### config.mk
export PLATFORM = sky130hd
export DESIGN_NAME = bpa_agu
export DESIGN_NICKNAME = d
export VERILOG_FILES = /design/src/shared/bpa_pkg.sv /design/src/rtl/bpa_agu.sv
export VERILOG_INCLUDE_DIRS = /design/src /design/src/shared
export SDC_FILE = /design/constraint.sdc
export NUM_CORES = 1
export LEC_CHECK = 0
export BUFFER_PORTS_ARGS = -buffer_cell sky130_fd_sc_hd__buf_2
export CAP_MARGIN = 15
export CORE_UTILIZATION = 40
export CTS_BUF_LIST = sky130_fd_sc_hd__clkbuf_16
export DETAILED_ROUTE_END_ITERATION = 10
export SLEW_MARGIN = 40
export SYNTH_ARGS = -nofsm -noshare
export SYNTH_HDL_FRONTEND = slang
export SYNTH_SLANG_ARGS = --single-unit
### constraint.sdc
create_clock -name pclk -period 5.9 [get_ports pclk]
set_clock_uncertainty 0.1 [all_clocks]
set_input_delay 0.885 -clock pclk [delete_from_list [all_inputs] [get_ports pclk]]
set_output_delay 0.885 -clock pclk [all_outputs]
set_load 0.005 [all_outputs]
### src/shared/bpa_defs.svh
// register offsets, field positions and reset values for the address generator
// assumes a 32-bit apb slave with one register per aligned word
`ifndef BPA_DEFS_SVH
`define BPA_DEFS_SVH
`define BPA_OFF_BITREV      12'h000
`define BPA_OFF_MODE        12'h004
`define BPA_OFF_TABLE_PAGE      12'h008
`define BPA_OFF_VISIBILITY_PAGE      12'h00C
`define BPA_OFF_CORE        12'h010
`define BPA_OFF_REQ         12'h014
`define BPA_OFF_DATA_EA     12'h018
`define BPA_OFF_WRITE_EA    12'h01C
`define BPA_OFF_PROG_ADDR   12'h020
`define BPA_OFF_STATUS      12'h024
`define BPA_BITREV_ENABLE_BIT        15
`define BPA_XWM_LSB         0
`define BPA_BWM_LSB         8
`define BPA_X_CIRCULAR_ENABLE_BIT      15
`define BPA_PSV_BIT         2
`define BPA_PTR_NONE        4'hF
`define BPA_RST_BITREV      16'h0000
`define BPA_RST_MODE        16'h0F0F
`define BPA_RST_PAGE        8'h00
`define BPA_RST_CORE 16'h0000
`define BPA_RST_REQ 32'h00000000
`define BPA_RST_EA 16'h0000
`endif

### src/shared/bpa_pkg.sv
// types shared by the address generator
// no assumptions beyond the defs header
package bpa_pkg;
    typedef enum logic [1:0] {
        BPA_MODE_PLAIN = 2'b00,
        BPA_MODE_PREINC = 2'b01,
        BPA_MODE_POSTINC = 2'b10,
        BPA_MODE_OTHER = 2'b11
    } bpa_amode_e;
    typedef enum logic [1:0] {
        BPA_REG_IDLE = 2'b00,
        BPA_REG_ACC = 2'b01
    } bpa_state_e;
endpackage

### src/rtl/bpa_agu.sv
// bit-reversed write addressing and program-space address builder with apb registers
// assumes an apb master on pclk; request registers stand in for the core's execution unit
// outputs are registered and follow the registers and the request one clock later
// Summary of operation
// bit reversal needs pointer select not 15, enable set, pre/post increment mode
// enable is bit 15 of bit-reversal control; pivot modifier in bits 14..0
// software aligns a 2^N byte buffer start so its low N bits are zero
// bit-reversed math is word sized; modifier scaled, address bit 0 forced zero
// bytes, reads and other modes fall back to normal addresses
// modifier added to pointer in reversed bit order, mode offset ignored
// bit reversal wins over circular on write unit; read unit keeps circular
// software avoids pointer read right after rewriting bit-reversal control
// 16-entry buffer yields sequence 0,8,4,12,2,10,6,14,1,9,5,13,3,11,7,15
// 24-bit program words and 16-bit data words keep alignment
// table address is table page above the full 16-bit effective address
// table page bit 7 picks user (0) or configuration (1) memory
// visibility joins page with address bits 14..0 when bit 15 set, user only
// visibility drives bit 23 zero, bit 15 from page bit 0
// visibility is read-only low word; table reaches every byte
// reversed addition carries from msb toward lsb within 15 bits
// x circular only when x pointer select not 15 and x circular enable set
// data-to-program remap only while visibility enable in core control set
`timescale 1ns/1ns
`include "bpa_defs.svh"
module bpa_agu
    import bpa_pkg::*;
#(
    parameter int MOD_W = 15
) (
    // apb slave
    input wire logic pclk,
    input wire logic presetn,
    input wire logic psel,
    input wire logic penable,
    input wire logic pwrite,
    input wire logic [11:0] paddr,
    input wire logic [31:0] pwdata,
    output logic [31:0] prdata,
    output logic pready,
    output logic pslverr,
    // generated addresses
    output logic [15:0] write_ea,
    output logic [23:0] prog_addr,
    output logic prog_valid,
    output logic cfg_space,
    output logic bitrev_active,
    output logic x_write_circular,
    output logic x_read_circular
);
    // register state
    logic [15:0] bit_reversal_control, next_bit_reversal_control;
    logic [15:0] address_mode_control, next_address_mode_control;
    logic [7:0] table_page, next_table_page;
    logic [7:0] visibility_page, next_visibility_page;
    logic [15:0] core_control, next_core_control;
    // request: [15:0] pointer, [19:16] pointer index, [21:20] mode, [22] byte,
    // [23] write, [24] table op, [31:28] signed offset
    logic [31:0] req, next_req;
    logic [15:0] data_ea, next_data_ea;
    logic [31:0] next_prdata;
    logic next_pready, next_pslverr;
    logic [15:0] next_write_ea;
    logic [23:0] next_prog_addr;
    logic next_prog_valid, next_cfg_space, next_bitrev_active;
    logic next_x_write_circular, next_x_read_circular;
    logic [1:0] status_err, next_status_err;

    // reversed-order add: the carry runs from msb down to lsb
    function automatic logic [MOD_W-1:0] rev_add(input logic [MOD_W-1:0] a,
                                                  input logic [MOD_W-1:0] b);
        logic [MOD_W-1:0] s;
        logic c;
        s = '0;
        c = 1'b0;
        for (int i = MOD_W - 1; i >= 0; i--) begin
            s[i] = a[i] ^ b[i] ^ c;
            c = (a[i] & b[i]) | (c & (a[i] ^ b[i]));
        end
        return s;
    endfunction

    function automatic logic sel_on(input logic [3:0] sel, input logic en);
        return (sel != `BPA_PTR_NONE) && en;
    endfunction

    // whole register map; anything else answers with an error
    function automatic logic reg_mapped(input logic [11:0] addr);
        logic hit;
        hit = 1'b0;
        case (addr)
            `BPA_OFF_BITREV, `BPA_OFF_MODE, `BPA_OFF_TABLE_PAGE, `BPA_OFF_VISIBILITY_PAGE,
            `BPA_OFF_CORE, `BPA_OFF_REQ, `BPA_OFF_DATA_EA, `BPA_OFF_WRITE_EA,
            `BPA_OFF_PROG_ADDR, `BPA_OFF_STATUS: hit = 1'b1;
            default: hit = 1'b0;
        endcase
        return hit;
    endfunction

    // register fields
    logic bitrev_enable;
    logic [14:0] pivot_modifier;
    logic [3:0] bitrev_pointer_select, x_circular_pointer_select;
    logic x_circular_enable, program_visibility_enable;

    // request fields
    logic [15:0] r_ptr;
    logic [3:0] r_idx;
    bpa_amode_e r_mode;
    logic r_byte, r_write, r_table;
    logic [15:0] r_off;

    // address arithmetic
    logic incr_mode, br_hit;
    logic [14:0] word_sum;
    logic [15:0] normal_ea;

    // bus decode and read mux
    logic apb_access, wr_strobe, rd_strobe, mapped;
    logic [31:0] status_word;

    // register fields and request decode
    always_comb begin
        bitrev_enable = bit_reversal_control[`BPA_BITREV_ENABLE_BIT];
        pivot_modifier = bit_reversal_control[14:0];
        bitrev_pointer_select = address_mode_control[`BPA_BWM_LSB +: 4];
        x_circular_pointer_select = address_mode_control[`BPA_XWM_LSB +: 4];
        x_circular_enable = address_mode_control[`BPA_X_CIRCULAR_ENABLE_BIT];
        program_visibility_enable = core_control[`BPA_PSV_BIT];
        r_ptr = req[15:0];
        r_idx = req[19:16];
        r_mode = bpa_amode_e'(req[21:20]);
        r_byte = req[22];
        r_write = req[23];
        r_table = req[24];
        r_off = {{12{req[31]}}, req[31:28]};
        incr_mode = (r_mode == BPA_MODE_PREINC) || (r_mode == BPA_MODE_POSTINC);
    end

    // x write path: bit reversal, its fallbacks and the circular override
    // a rewritten modifier reaches write_ea one clock after its write, also for the held request; no bypass
    always_comb begin

        br_hit = sel_on(bitrev_pointer_select, bitrev_enable) && incr_mode
                 && r_write && !r_byte && (r_idx == bitrev_pointer_select);
        // word-scaled: bits 15..1 hold the word index, modifier aligned to it
        word_sum = rev_add(r_ptr[15:1], pivot_modifier >> 1);
        // pre-increment uses the offset first; post-increment writes at the pointer
        normal_ea = (r_mode == BPA_MODE_PREINC) ? r_ptr + r_off : r_ptr;
        next_write_ea = br_hit ? {word_sum, 1'b0} : normal_ea;
        next_bitrev_active = br_hit;
        // circular is a per-unit enable; bit reversal overrides only the write unit

        next_x_read_circular = sel_on(x_circular_pointer_select, x_circular_enable);
        next_x_write_circular = next_x_read_circular && !br_hit;
    end

    // program path: table ops first, visibility only on data reads
    always_comb begin
        // R18; table ops suspend visibility
        next_prog_addr = 24'h000000;
        next_prog_valid = 1'b0;
        next_cfg_space = 1'b0;
        if (r_table) begin
            next_prog_addr = {table_page, data_ea};
            next_prog_valid = 1'b1;
            next_cfg_space = table_page[7];
        end else if (program_visibility_enable && data_ea[15] && !r_write) begin
            // bit 23 stays zero, so visibility never reaches configuration memory
            next_prog_addr = {1'b0, visibility_page, data_ea[14:0]};
            next_prog_valid = 1'b1;
        end
    end

    // bus decode: writes land at the access edge, reads are taken at setup
    always_comb begin
        apb_access = psel && penable && pready;
        wr_strobe = apb_access && pwrite;
        // read data is captured at setup so it already stands in the access cycle
        rd_strobe = psel && !penable && !pwrite;
        mapped = reg_mapped(paddr);
    end

    // register file
    always_comb begin
        next_bit_reversal_control = bit_reversal_control;
        next_address_mode_control = address_mode_control;
        next_table_page = table_page;
        next_visibility_page = visibility_page;
        next_core_control = core_control;
        next_req = req;
        next_data_ea = data_ea;
        next_status_err = status_err;
        // write_ea and prog_addr are read-only and writes there change nothing; a status write only clears error bits
        if (wr_strobe) begin
            case (paddr)
                `BPA_OFF_BITREV: next_bit_reversal_control = pwdata[15:0];
                `BPA_OFF_MODE: next_address_mode_control = pwdata[15:0];
                `BPA_OFF_TABLE_PAGE: next_table_page = pwdata[7:0];
                `BPA_OFF_VISIBILITY_PAGE: next_visibility_page = pwdata[7:0];
                `BPA_OFF_CORE: next_core_control = pwdata[15:0];
                `BPA_OFF_REQ: next_req = pwdata;
                `BPA_OFF_DATA_EA: next_data_ea = pwdata[15:0];
                default: next_status_err = status_err;
            endcase
        end
        // sticky refused-write flag: ones clear it, a new refused write wins the cycle
        if (wr_strobe && paddr == `BPA_OFF_STATUS)
            next_status_err = status_err & ~pwdata[5:4];
        if (program_visibility_enable && data_ea[15] && r_write && !r_table)
            next_status_err[0] = 1'b1;
    end

    // slave response: exactly one access cycle after every setup
    always_comb begin
        next_pready = psel && !penable;
        next_pslverr = psel && !penable && !mapped;
        // status bits 3..0 mirror the registered outputs, bits 5..4 hold the error flags
        status_word = 32'h00000000;
        status_word[0] = bitrev_active;
        status_word[1] = x_write_circular;
        status_word[2] = prog_valid;
        status_word[3] = cfg_space;
        status_word[5:4] = status_err;
        next_prdata = prdata;
        if (rd_strobe) begin
            case (paddr)
                `BPA_OFF_BITREV: next_prdata = {16'h0000, bit_reversal_control};
                `BPA_OFF_MODE: next_prdata = {16'h0000, address_mode_control};
                `BPA_OFF_TABLE_PAGE: next_prdata = {24'h000000, table_page};
                `BPA_OFF_VISIBILITY_PAGE: next_prdata = {24'h000000, visibility_page};
                `BPA_OFF_CORE: next_prdata = {16'h0000, core_control};
                `BPA_OFF_REQ: next_prdata = req;
                `BPA_OFF_DATA_EA: next_prdata = {16'h0000, data_ea};
                `BPA_OFF_WRITE_EA: next_prdata = {16'h0000, write_ea};
                `BPA_OFF_PROG_ADDR: next_prdata = {8'h00, prog_addr};
                `BPA_OFF_STATUS: next_prdata = status_word;
                default: next_prdata = 32'h00000000;
            endcase
        end
    end

    // register file
    always_ff @(posedge pclk or negedge presetn) begin
        if (!presetn) begin
            bit_reversal_control <= `BPA_RST_BITREV;
            address_mode_control <= `BPA_RST_MODE;
            table_page <= `BPA_RST_PAGE;
            visibility_page <= `BPA_RST_PAGE;
            core_control <= `BPA_RST_CORE;
            req <= `BPA_RST_REQ;
            data_ea <= `BPA_RST_EA;
            status_err <= 2'b00;
        end else begin
            bit_reversal_control <= next_bit_reversal_control;
            address_mode_control <= next_address_mode_control;
            table_page <= next_table_page;
            visibility_page <= next_visibility_page;
            core_control <= next_core_control;
            req <= next_req;
            data_ea <= next_data_ea;
            status_err <= next_status_err;
        end
    end

    // slave response
    // pready and pslverr stand for the one access cycle only
    always_ff @(posedge pclk or negedge presetn) begin
        if (!presetn) begin
            prdata <= 32'h00000000;
            pready <= 1'b0;
            pslverr <= 1'b0;
        end else begin
            prdata <= next_prdata;
            pready <= next_pready;
            pslverr <= next_pslverr;
        end
    end

    // x write path outputs; flag and address come from the same request and settings
    always_ff @(posedge pclk or negedge presetn) begin
        if (!presetn) begin
            write_ea <= 16'h0000;
            bitrev_active <= 1'b0;
            x_write_circular <= 1'b0;
            x_read_circular <= 1'b0;
        end else begin
            write_ea <= next_write_ea;
            bitrev_active <= next_bitrev_active;
            x_write_circular <= next_x_write_circular;
            x_read_circular <= next_x_read_circular;
        end
    end

    // program path outputs
    always_ff @(posedge pclk or negedge presetn) begin
        if (!presetn) begin
            prog_addr <= 24'h000000;
            prog_valid <= 1'b0;
            cfg_space <= 1'b0;
        end else begin
            prog_addr <= next_prog_addr;
            prog_valid <= next_prog_valid;
            cfg_space <= next_cfg_space;
        end
    end
endmodule // bpa_agu

==> After elaboration in Yosys (flattened, before gate mapping) <==
Cells that the tools add are included.
{ "word_totals": {"ff_bits": 193, "wordCells": 147, "input_bits": 49} }
{ "classes": {"n_eq_ne": 14, "n_addsub": 1, "bitwise_logic": 66, "reduce_logical": 36, "mux": 11} }
{ "op_table": {"columns": ["cell", "count"], "rows": [
  ["$pmux W32 S10", 1],
  ["$eq A12 B5 Y1 const B", 4],
  ["$mux W16", 2],
  ["$xor A1 B1 Y1", 27],
  ["$and A1 B1 Y1", 25],
  ["$eq A12 B4 Y1 const B", 2],
  ["$eq A12 B6 Y1 const B", 2],
  ["$mux W24", 1],
  ["$mux W23", 1],
  ["$logic_and A1 B1 Y1", 18],
  ["$add A16 B16 Y16", 1],
  ["$reduce_and A2 Y1", 7],
  ["$eq A12 B3 Y1 const B", 1],
  ["$logic_not A12 Y1", 1],
  ["$or A1 B1 Y1", 12],
  ["$reduce_or A10 Y1", 1],
  ["$ne A4 B4 Y1 const B", 2],
  ["$logic_not A1 Y1", 7],
  ["$mux W1", 6],
  ["$eq A4 B4 Y1", 1],
  ["$and A2 B2 Y2", 1],
  ["$eq A2 B1 Y1 const B", 1],
  ["$eq A2 B2 Y1 const B", 1],
  ["$not A2 Y2", 1],
  ["other kinds (2)", 2]
]} }

==> Logic depth before layout (Yosys ltp) <==
{ "depth": {"ltp_word": 27, "depth_mapped": 16, "mapped_depth_nobuf": 16} }

==> Least setup slack after synthesis <==
No wires, ideal clock.
{ "synth_timing": {"path_kind": "register -> register", "startpoint": "register req[14]", "endpoint": "register write_ea[1]", "required_time_ps": 5723, "synth_period_minus_slack_ps": 5794, "arrival_ps": 5617, "path_buffers": 0, "setup_slack_ps": 106, "path_stages_with_launch": 17, "cell_sequence": "dfrtp_1 > ha_1 > fa_1 > fa_1 > fa_1 > fa_1 > fa_1 > fa_1 > fa_1 > fa_1 > fa_1 > fa_1 > fa_1 > fa_1 > xor2_1 > a32o_1 > a21oi_1"} }
{ "synth_between": {"elab_chain_cells": 27} }
{ "synth_rtl": {"columns": ["item", "line", "rtl"], "rows": [
  ["start, declared", "bpa_agu.sv:58", "logic [31:0] req, next_req;"],
  ["start signal, assigned", "bpa_agu.sv:250", "req <= `BPA_RST_REQ;"],
  ["start signal, assigned", "bpa_agu.sv:259", "req <= next_req;"],
  ["$and A1 B1 Y1 (2 in series)", "bpa_agu.sv:77", "c = (a[i] & b[i]) | (c & (a[i] ^ b[i]));"],
  ["$or A1 B1 Y1", "bpa_agu.sv:77", null],
  ["$and A1 B1 Y1", "bpa_agu.sv:77", null],
  ["$or A1 B1 Y1", "bpa_agu.sv:77", null],
  ["$and A1 B1 Y1", "bpa_agu.sv:77", null],
  ["$or A1 B1 Y1", "bpa_agu.sv:77", null],
  ["$and A1 B1 Y1", "bpa_agu.sv:77", null],
  ["$or A1 B1 Y1", "bpa_agu.sv:77", null],
  ["[... 11 more ...]", null, null],
  ["$or A1 B1 Y1", "bpa_agu.sv:77", null],
  ["$and A1 B1 Y1", "bpa_agu.sv:77", null],
  ["$or A1 B1 Y1", "bpa_agu.sv:77", null],
  ["$and A1 B1 Y1", "bpa_agu.sv:77", null],
  ["$or A1 B1 Y1", "bpa_agu.sv:77", null],
  ["$xor A1 B1 Y1", "bpa_agu.sv:76", "s[i] = a[i] ^ b[i] ^ c;"],
  ["$mux W16", "bpa_agu.sv:149", "next_write_ea = br_hit ? {word_sum, 1'b0} : normal_ea;"],
  ["named net next_write_ea[1]", "bpa_agu.sv:62", "logic [15:0] next_write_ea;"],
  ["end signal, assigned", "bpa_agu.sv:287", "write_ea <= next_write_ea;"],
  ["end, declared", "bpa_agu.sv:42", "output logic [15:0] write_ea,"]
]} }
The timed path passes the listed nets, and every way through them passes these cells.
A chain may end at the register's enable or synchronous reset.

==> Worst setup path in the final report <==
{ "layout_timing": {"startpoint": "register bit_reversal_control[14]", "endpoint": "register write_ea[1]"} }
{ "layout_between": {"elab_chain_cells": 27} }
{ "layout_rtl": {"columns": ["item", "line", "rtl"], "rows": [
  ["start, declared", "bpa_agu.sv:51", "logic [15:0] bit_reversal_control, next_bit_reversal_control;"],
  ["start signal, assigned", "bpa_agu.sv:245", "bit_reversal_control <= `BPA_RST_BITREV;"],
  ["start signal, assigned", "bpa_agu.sv:254", "bit_reversal_control <= next_bit_reversal_control;"],
  ["$and A1 B1 Y1 (2 in series)", "bpa_agu.sv:77", null],
  ["$or A1 B1 Y1", "bpa_agu.sv:77", null],
  ["$and A1 B1 Y1", "bpa_agu.sv:77", null],
  ["$or A1 B1 Y1", "bpa_agu.sv:77", null],
  ["$and A1 B1 Y1", "bpa_agu.sv:77", null],
  ["$or A1 B1 Y1", "bpa_agu.sv:77", null],
  ["$and A1 B1 Y1", "bpa_agu.sv:77", null],
  ["$or A1 B1 Y1", "bpa_agu.sv:77", null],
  ["[... 11 more ...]", null, null],
  ["$or A1 B1 Y1", "bpa_agu.sv:77", null],
  ["$and A1 B1 Y1", "bpa_agu.sv:77", null],
  ["$or A1 B1 Y1", "bpa_agu.sv:77", null],
  ["$and A1 B1 Y1", "bpa_agu.sv:77", null],
  ["$or A1 B1 Y1", "bpa_agu.sv:77", null],
  ["$xor A1 B1 Y1", "bpa_agu.sv:76", null],
  ["$mux W16", "bpa_agu.sv:149", null],
  ["named net next_write_ea[1]", "bpa_agu.sv:62", null]
]} }
The timed path passes the listed nets, and every way through them passes these cells.

==> flow_results.xml <==
<?xml version="1.0" encoding="UTF-8"?>
<metrics>
  <group name="flow_run">
    <metric name="max_cap_violations" unit="">0</metric>
  </group>
  <group name="synth">
    <metric name="synth_nets" unit="">905</metric>
    <metric name="syn-instance-count" unit="">826</metric>
    <metric name="synth-main-ff-cell" unit="">dfrtp_1</metric>
    <metric name="yosysWarningCount" unit="">0</metric>
    <metric name="post_synth_edffs" unit="">0</metric>
    <metric name="ys_seq_area_frac" unit="">0.4970</metric>
    <metric name="syn_area_per_cell" unit="sq um">11.73</metric>
    <metric name="ys_ff_latch" unit="">192</metric>
    <metric name="syn_area" unit="sq um">9687</metric>
    <metric name="synthArstFlopShare" unit="">1.000</metric>
    <metric name="yosys.cell_types.count" unit="">74</metric>
  </group>
  <group name="finish">
    <metric name="syn_to_final_growth" unit="%">16.27</metric>
    <metric name="layout.cells.most_common" unit="">dfrtp_1</metric>
    <metric name="final_nets" unit="">1020</metric>
    <metric name="finish.cell_count_without_fillers" unit="">1273</metric>
    <metric name="antenna-diode-count" unit="">0</metric>
    <metric name="final_core_util" unit="">0.4770</metric>
    <metric name="final_cell_mix" unit="">184 x dfrtp_1, 126 x buf_2, 92 x mux2_2, 68 x nand2_1, 54 x o21ai_0</metric>
    <metric name="drive_above_1_share" unit="">0.3249</metric>
  </group>
  <group name="timing">
    <metric name="grt_setup_unrepaired" unit="">no</metric>
    <metric name="worst_slew_pin_slew" unit="ps">799.4</metric>
    <metric name="relSlewSlack" unit="">0.4626</metric>
    <metric name="totalNegativeSetupSlack" unit="ps">0</metric>
    <metric name="final.min_clock_period" unit="ps">5700</metric>
    <metric name="final-setup-viol-count" unit="">0</metric>
    <metric name="final_min_period_over_clock_period" unit="">0.9661</metric>
    <metric name="fin_hold_ws" unit="ps">254.5</metric>
    <metric name="maxClockFrequency" unit="MHz">175.4</metric>
    <metric name="hold_viol" unit="">0</metric>
    <metric name="slew_viol_final" unit="">0</metric>
  </group>
  <group name="worst_setup_path">
    <metric name="critical_path_capture_point_type" unit="">flop</metric>
    <metric name="cp_max_fo" unit="">2</metric>
    <metric name="timing_worst_setup_path_type" unit="">reg2reg</metric>
    <metric name="critical_path.startpoint" unit="">bit_reversal_control[14]</metric>
    <metric name="worstPathRequired" unit="ps">6170</metric>
    <metric name="crit_path_start_kind" unit="">flop</metric>
    <metric name="regToRegStartpoint" unit="">bit_reversal_control[14]</metric>
    <metric name="cp.arrival" unit="ps">5970</metric>
  </group>
  <group name="power_and_ir_drop">
    <metric name="power.density_cell_area" unit="nW/um^2">230.6</metric>
    <metric name="peakVddDrop" unit="mV">0.1666</metric>
    <metric name="power.static_leakage" unit="nW">5.424</metric>
  </group>
  <group name="place">
    <metric name="place_hpwl" unit="um">21330</metric>
    <metric name="gp_congestion" unit="">0.9051</metric>
    <metric name="placed_cells" unit="">1241</metric>
    <metric name="count_of_input_and_output_buffers" unit="">127</metric>
  </group>
  <group name="floorplan">
    <metric name="die_x_extent" unit="um">157.6</metric>
    <metric name="fp-row-count" unit="">56</metric>
    <metric name="design.die.area" unit="sq um">24840</metric>
    <metric name="initial_core_util" unit="">0.4102</metric>
    <metric name="design.core.area" unit="sq um">23610</metric>
    <metric name="io-pin-count" unit="">128</metric>
    <metric name="dieHeight" unit="um">157.6</metric>
  </group>
  <group name="clock_tree">
    <metric name="post-cts-setup-buffer-count" unit="">0</metric>
    <metric name="clk-insertion-delay-late" unit="ps">440</metric>
    <metric name="clock_sinks" unit="">192</metric>
    <metric name="worst_setup_hold_path_clk_slew" unit="ps">80</metric>
    <metric name="clockRootBuffer" unit="">clkbuf_16</metric>
    <metric name="cts_inserted_buffers" unit="">17</metric>
    <metric name="cts-root-to-sink-buffers" unit="">2</metric>
    <metric name="clock_tree.htree_level_count" unit="">4</metric>
    <metric name="post_cts_hold_buffer_count" unit="">0</metric>
    <metric name="tritoncts_clock_tree" unit="">done</metric>
  </group>
  <group name="routing">
    <metric name="drt_pass1_iterations" unit="">5</metric>
    <metric name="drc_errors" unit="">0</metric>
    <metric name="detail-route-antenna-nets" unit="">0</metric>
    <metric name="vias_per_cell" unit="">5.703</metric>
    <metric name="routed_wire_length_per_instance" unit="um">23.03</metric>
    <metric name="finalWirelength" unit="um">29320</metric>
    <metric name="num_vias" unit="">7260</metric>
    <metric name="drt_iter0_drc" unit="">605</metric>
  </group>
  <group name="global_routing">
    <metric name="first_global_vias" unit="">7257</metric>
    <metric name="initial_antenna_violation_count" unit="">0</metric>
    <metric name="grt_max_degree" unit="">68</metric>
    <metric name="globalRoute.totalOverflow" unit="">0</metric>
    <metric name="global_route_wire_length_before_repair" unit="um">44780</metric>
    <metric name="grt_usage" unit="">0.2481</metric>
  </group>
  <group name="hold_path">
    <metric name="hold_path_class" unit="">in2async</metric>
  </group>
  <group name="outcome">
    <metric name="run_status" unit="">finished, final reports clean</metric>
  </group>
</metrics>
[worst max-delay path, cell delays in order (launching register included)]
cell and delay, ps:
dfrtp_1 380, ha_1 220, fa_2 350, fa_1 390, fa_1 390, fa_1 390
fa_2 350, fa_2 340, fa_2 350, fa_2 350, fa_2 340, fa_1 380
fa_1 390, fa_1 380, xor2_1 170, a32o_1 260, a21oi_1 110
[cell families after synthesis]
| kind of cell | after synthesis | synth area share |
|---|---|---|
| buf+inv | 57 | 0.03126 |
| flops | 192 | 0.4970 |
| compound gates | 187 | 0.1281 |
| xor+xnor | 12 | 0.01085 |
| mux | 152 | 0.1764 |
| fa+ha+maj | 30 | 0.04882 |
| simple gates | 196 | 0.1075 |
[path summary, 6_finish.rpt]
check / endpoint / slack [ps] / depth (start not counted)
max in group asynchronous: core_control[3] / 4260 / 3
worst min register to register: prdata[11] / 370 / 1
worst min-delay path: core_control[13] / 250 / 1
worst max-delay path: write_ea[1] / 200 / 16
worst max register to register: write_ea[1] / 200 / 16
min in group pclk: prdata[11] / 370 / 1
[final cells by class]
cell class | count | area, sq um
clock buffer | 17 | 425.4
timing repair buffer | 142 | 788.3
multi-input combinational | 577 | 4623
sequential | 192 | 4815
tap | 319 | 399.1
inverter | 11 | 41.29
fill | 2234 | 12350
clock inverter | 15 | 171.4
[metrics by stage]
step                      total power (W)  instance area, sq um  worst slack, ps
after CTS                        0.002614                 11250            32.82
after global placement           0.001446                 10570           -9.813
final                            0.002597                 11260            199.9
after floorplan                  0.001375                  9687            106.1
after detailed placement         0.001448                 10640           -90.46
after global routing             0.002673                 11260            48.01
[state kept, by name, summed over array words and instances (netlist names), 2 cells and up]
name	count
write_ea	16
req	32
table_page	8
prog_addr	23
core_control	16
data_ea	16
status_err	2
prdata	32
visibility_page	8
address_mode_control	16
bit_reversal_control	16
[per-layer routing]
layer,vias to the layer above,global-route usage,share of wire,routed length (um)
met4,0,0.1017,0.031,899
met2,273,0.4007,0.48,14170
met1,3690,0.3378,0.44,12770
met5,-,0,0,0
li1,3248,-,-,-
met3,49,0.03039,0.051,1482
[synth_stat cells, drive strengths merged, types with 5 or more instances]
cell    number  area (sq um)
dfrtp      184          4604
mux2       110          1276
nand2       68         255.2
o21ai       58         290.3
nor2        42         176.4
mux2i       41         410.4
a21oi       31         155.2
buf         25         182.7
clkbuf      21         78.83
nor2b       21         131.4
a22oi       20         150.1
ha          17         212.7
fa          13         260.3
inv         11         41.29
nor3        11         92.59
nand3       10         50.05
a21o         9         67.56
a22o         9         78.83
dfstp        8         210.2
xnor2        8         70.07
a31oi        7         43.79
and3         7         43.79
a221oi       6         52.55
and2         6         37.54
nand4        6         37.54
nor4         6         58.80
a211oi       5         37.54
a222oi       5         50.05
nor3b        5         48.80
o21a         5         37.54
[repair_timing]
action | CTS | global route
endpoints found under the setup margin | 1 | 1
resized for setup | 3 | 3
endpoints found under the hold margin | 0 | 0
cloned | 0 | 0
[power by group]
group          switching, W  internal [W]
Sequential      0.000000621       0.00132
Combinational     0.0000784     0.0000265
Clock              0.000571      0.000604
Note: power is estimated with default switching activity, not from simulation.
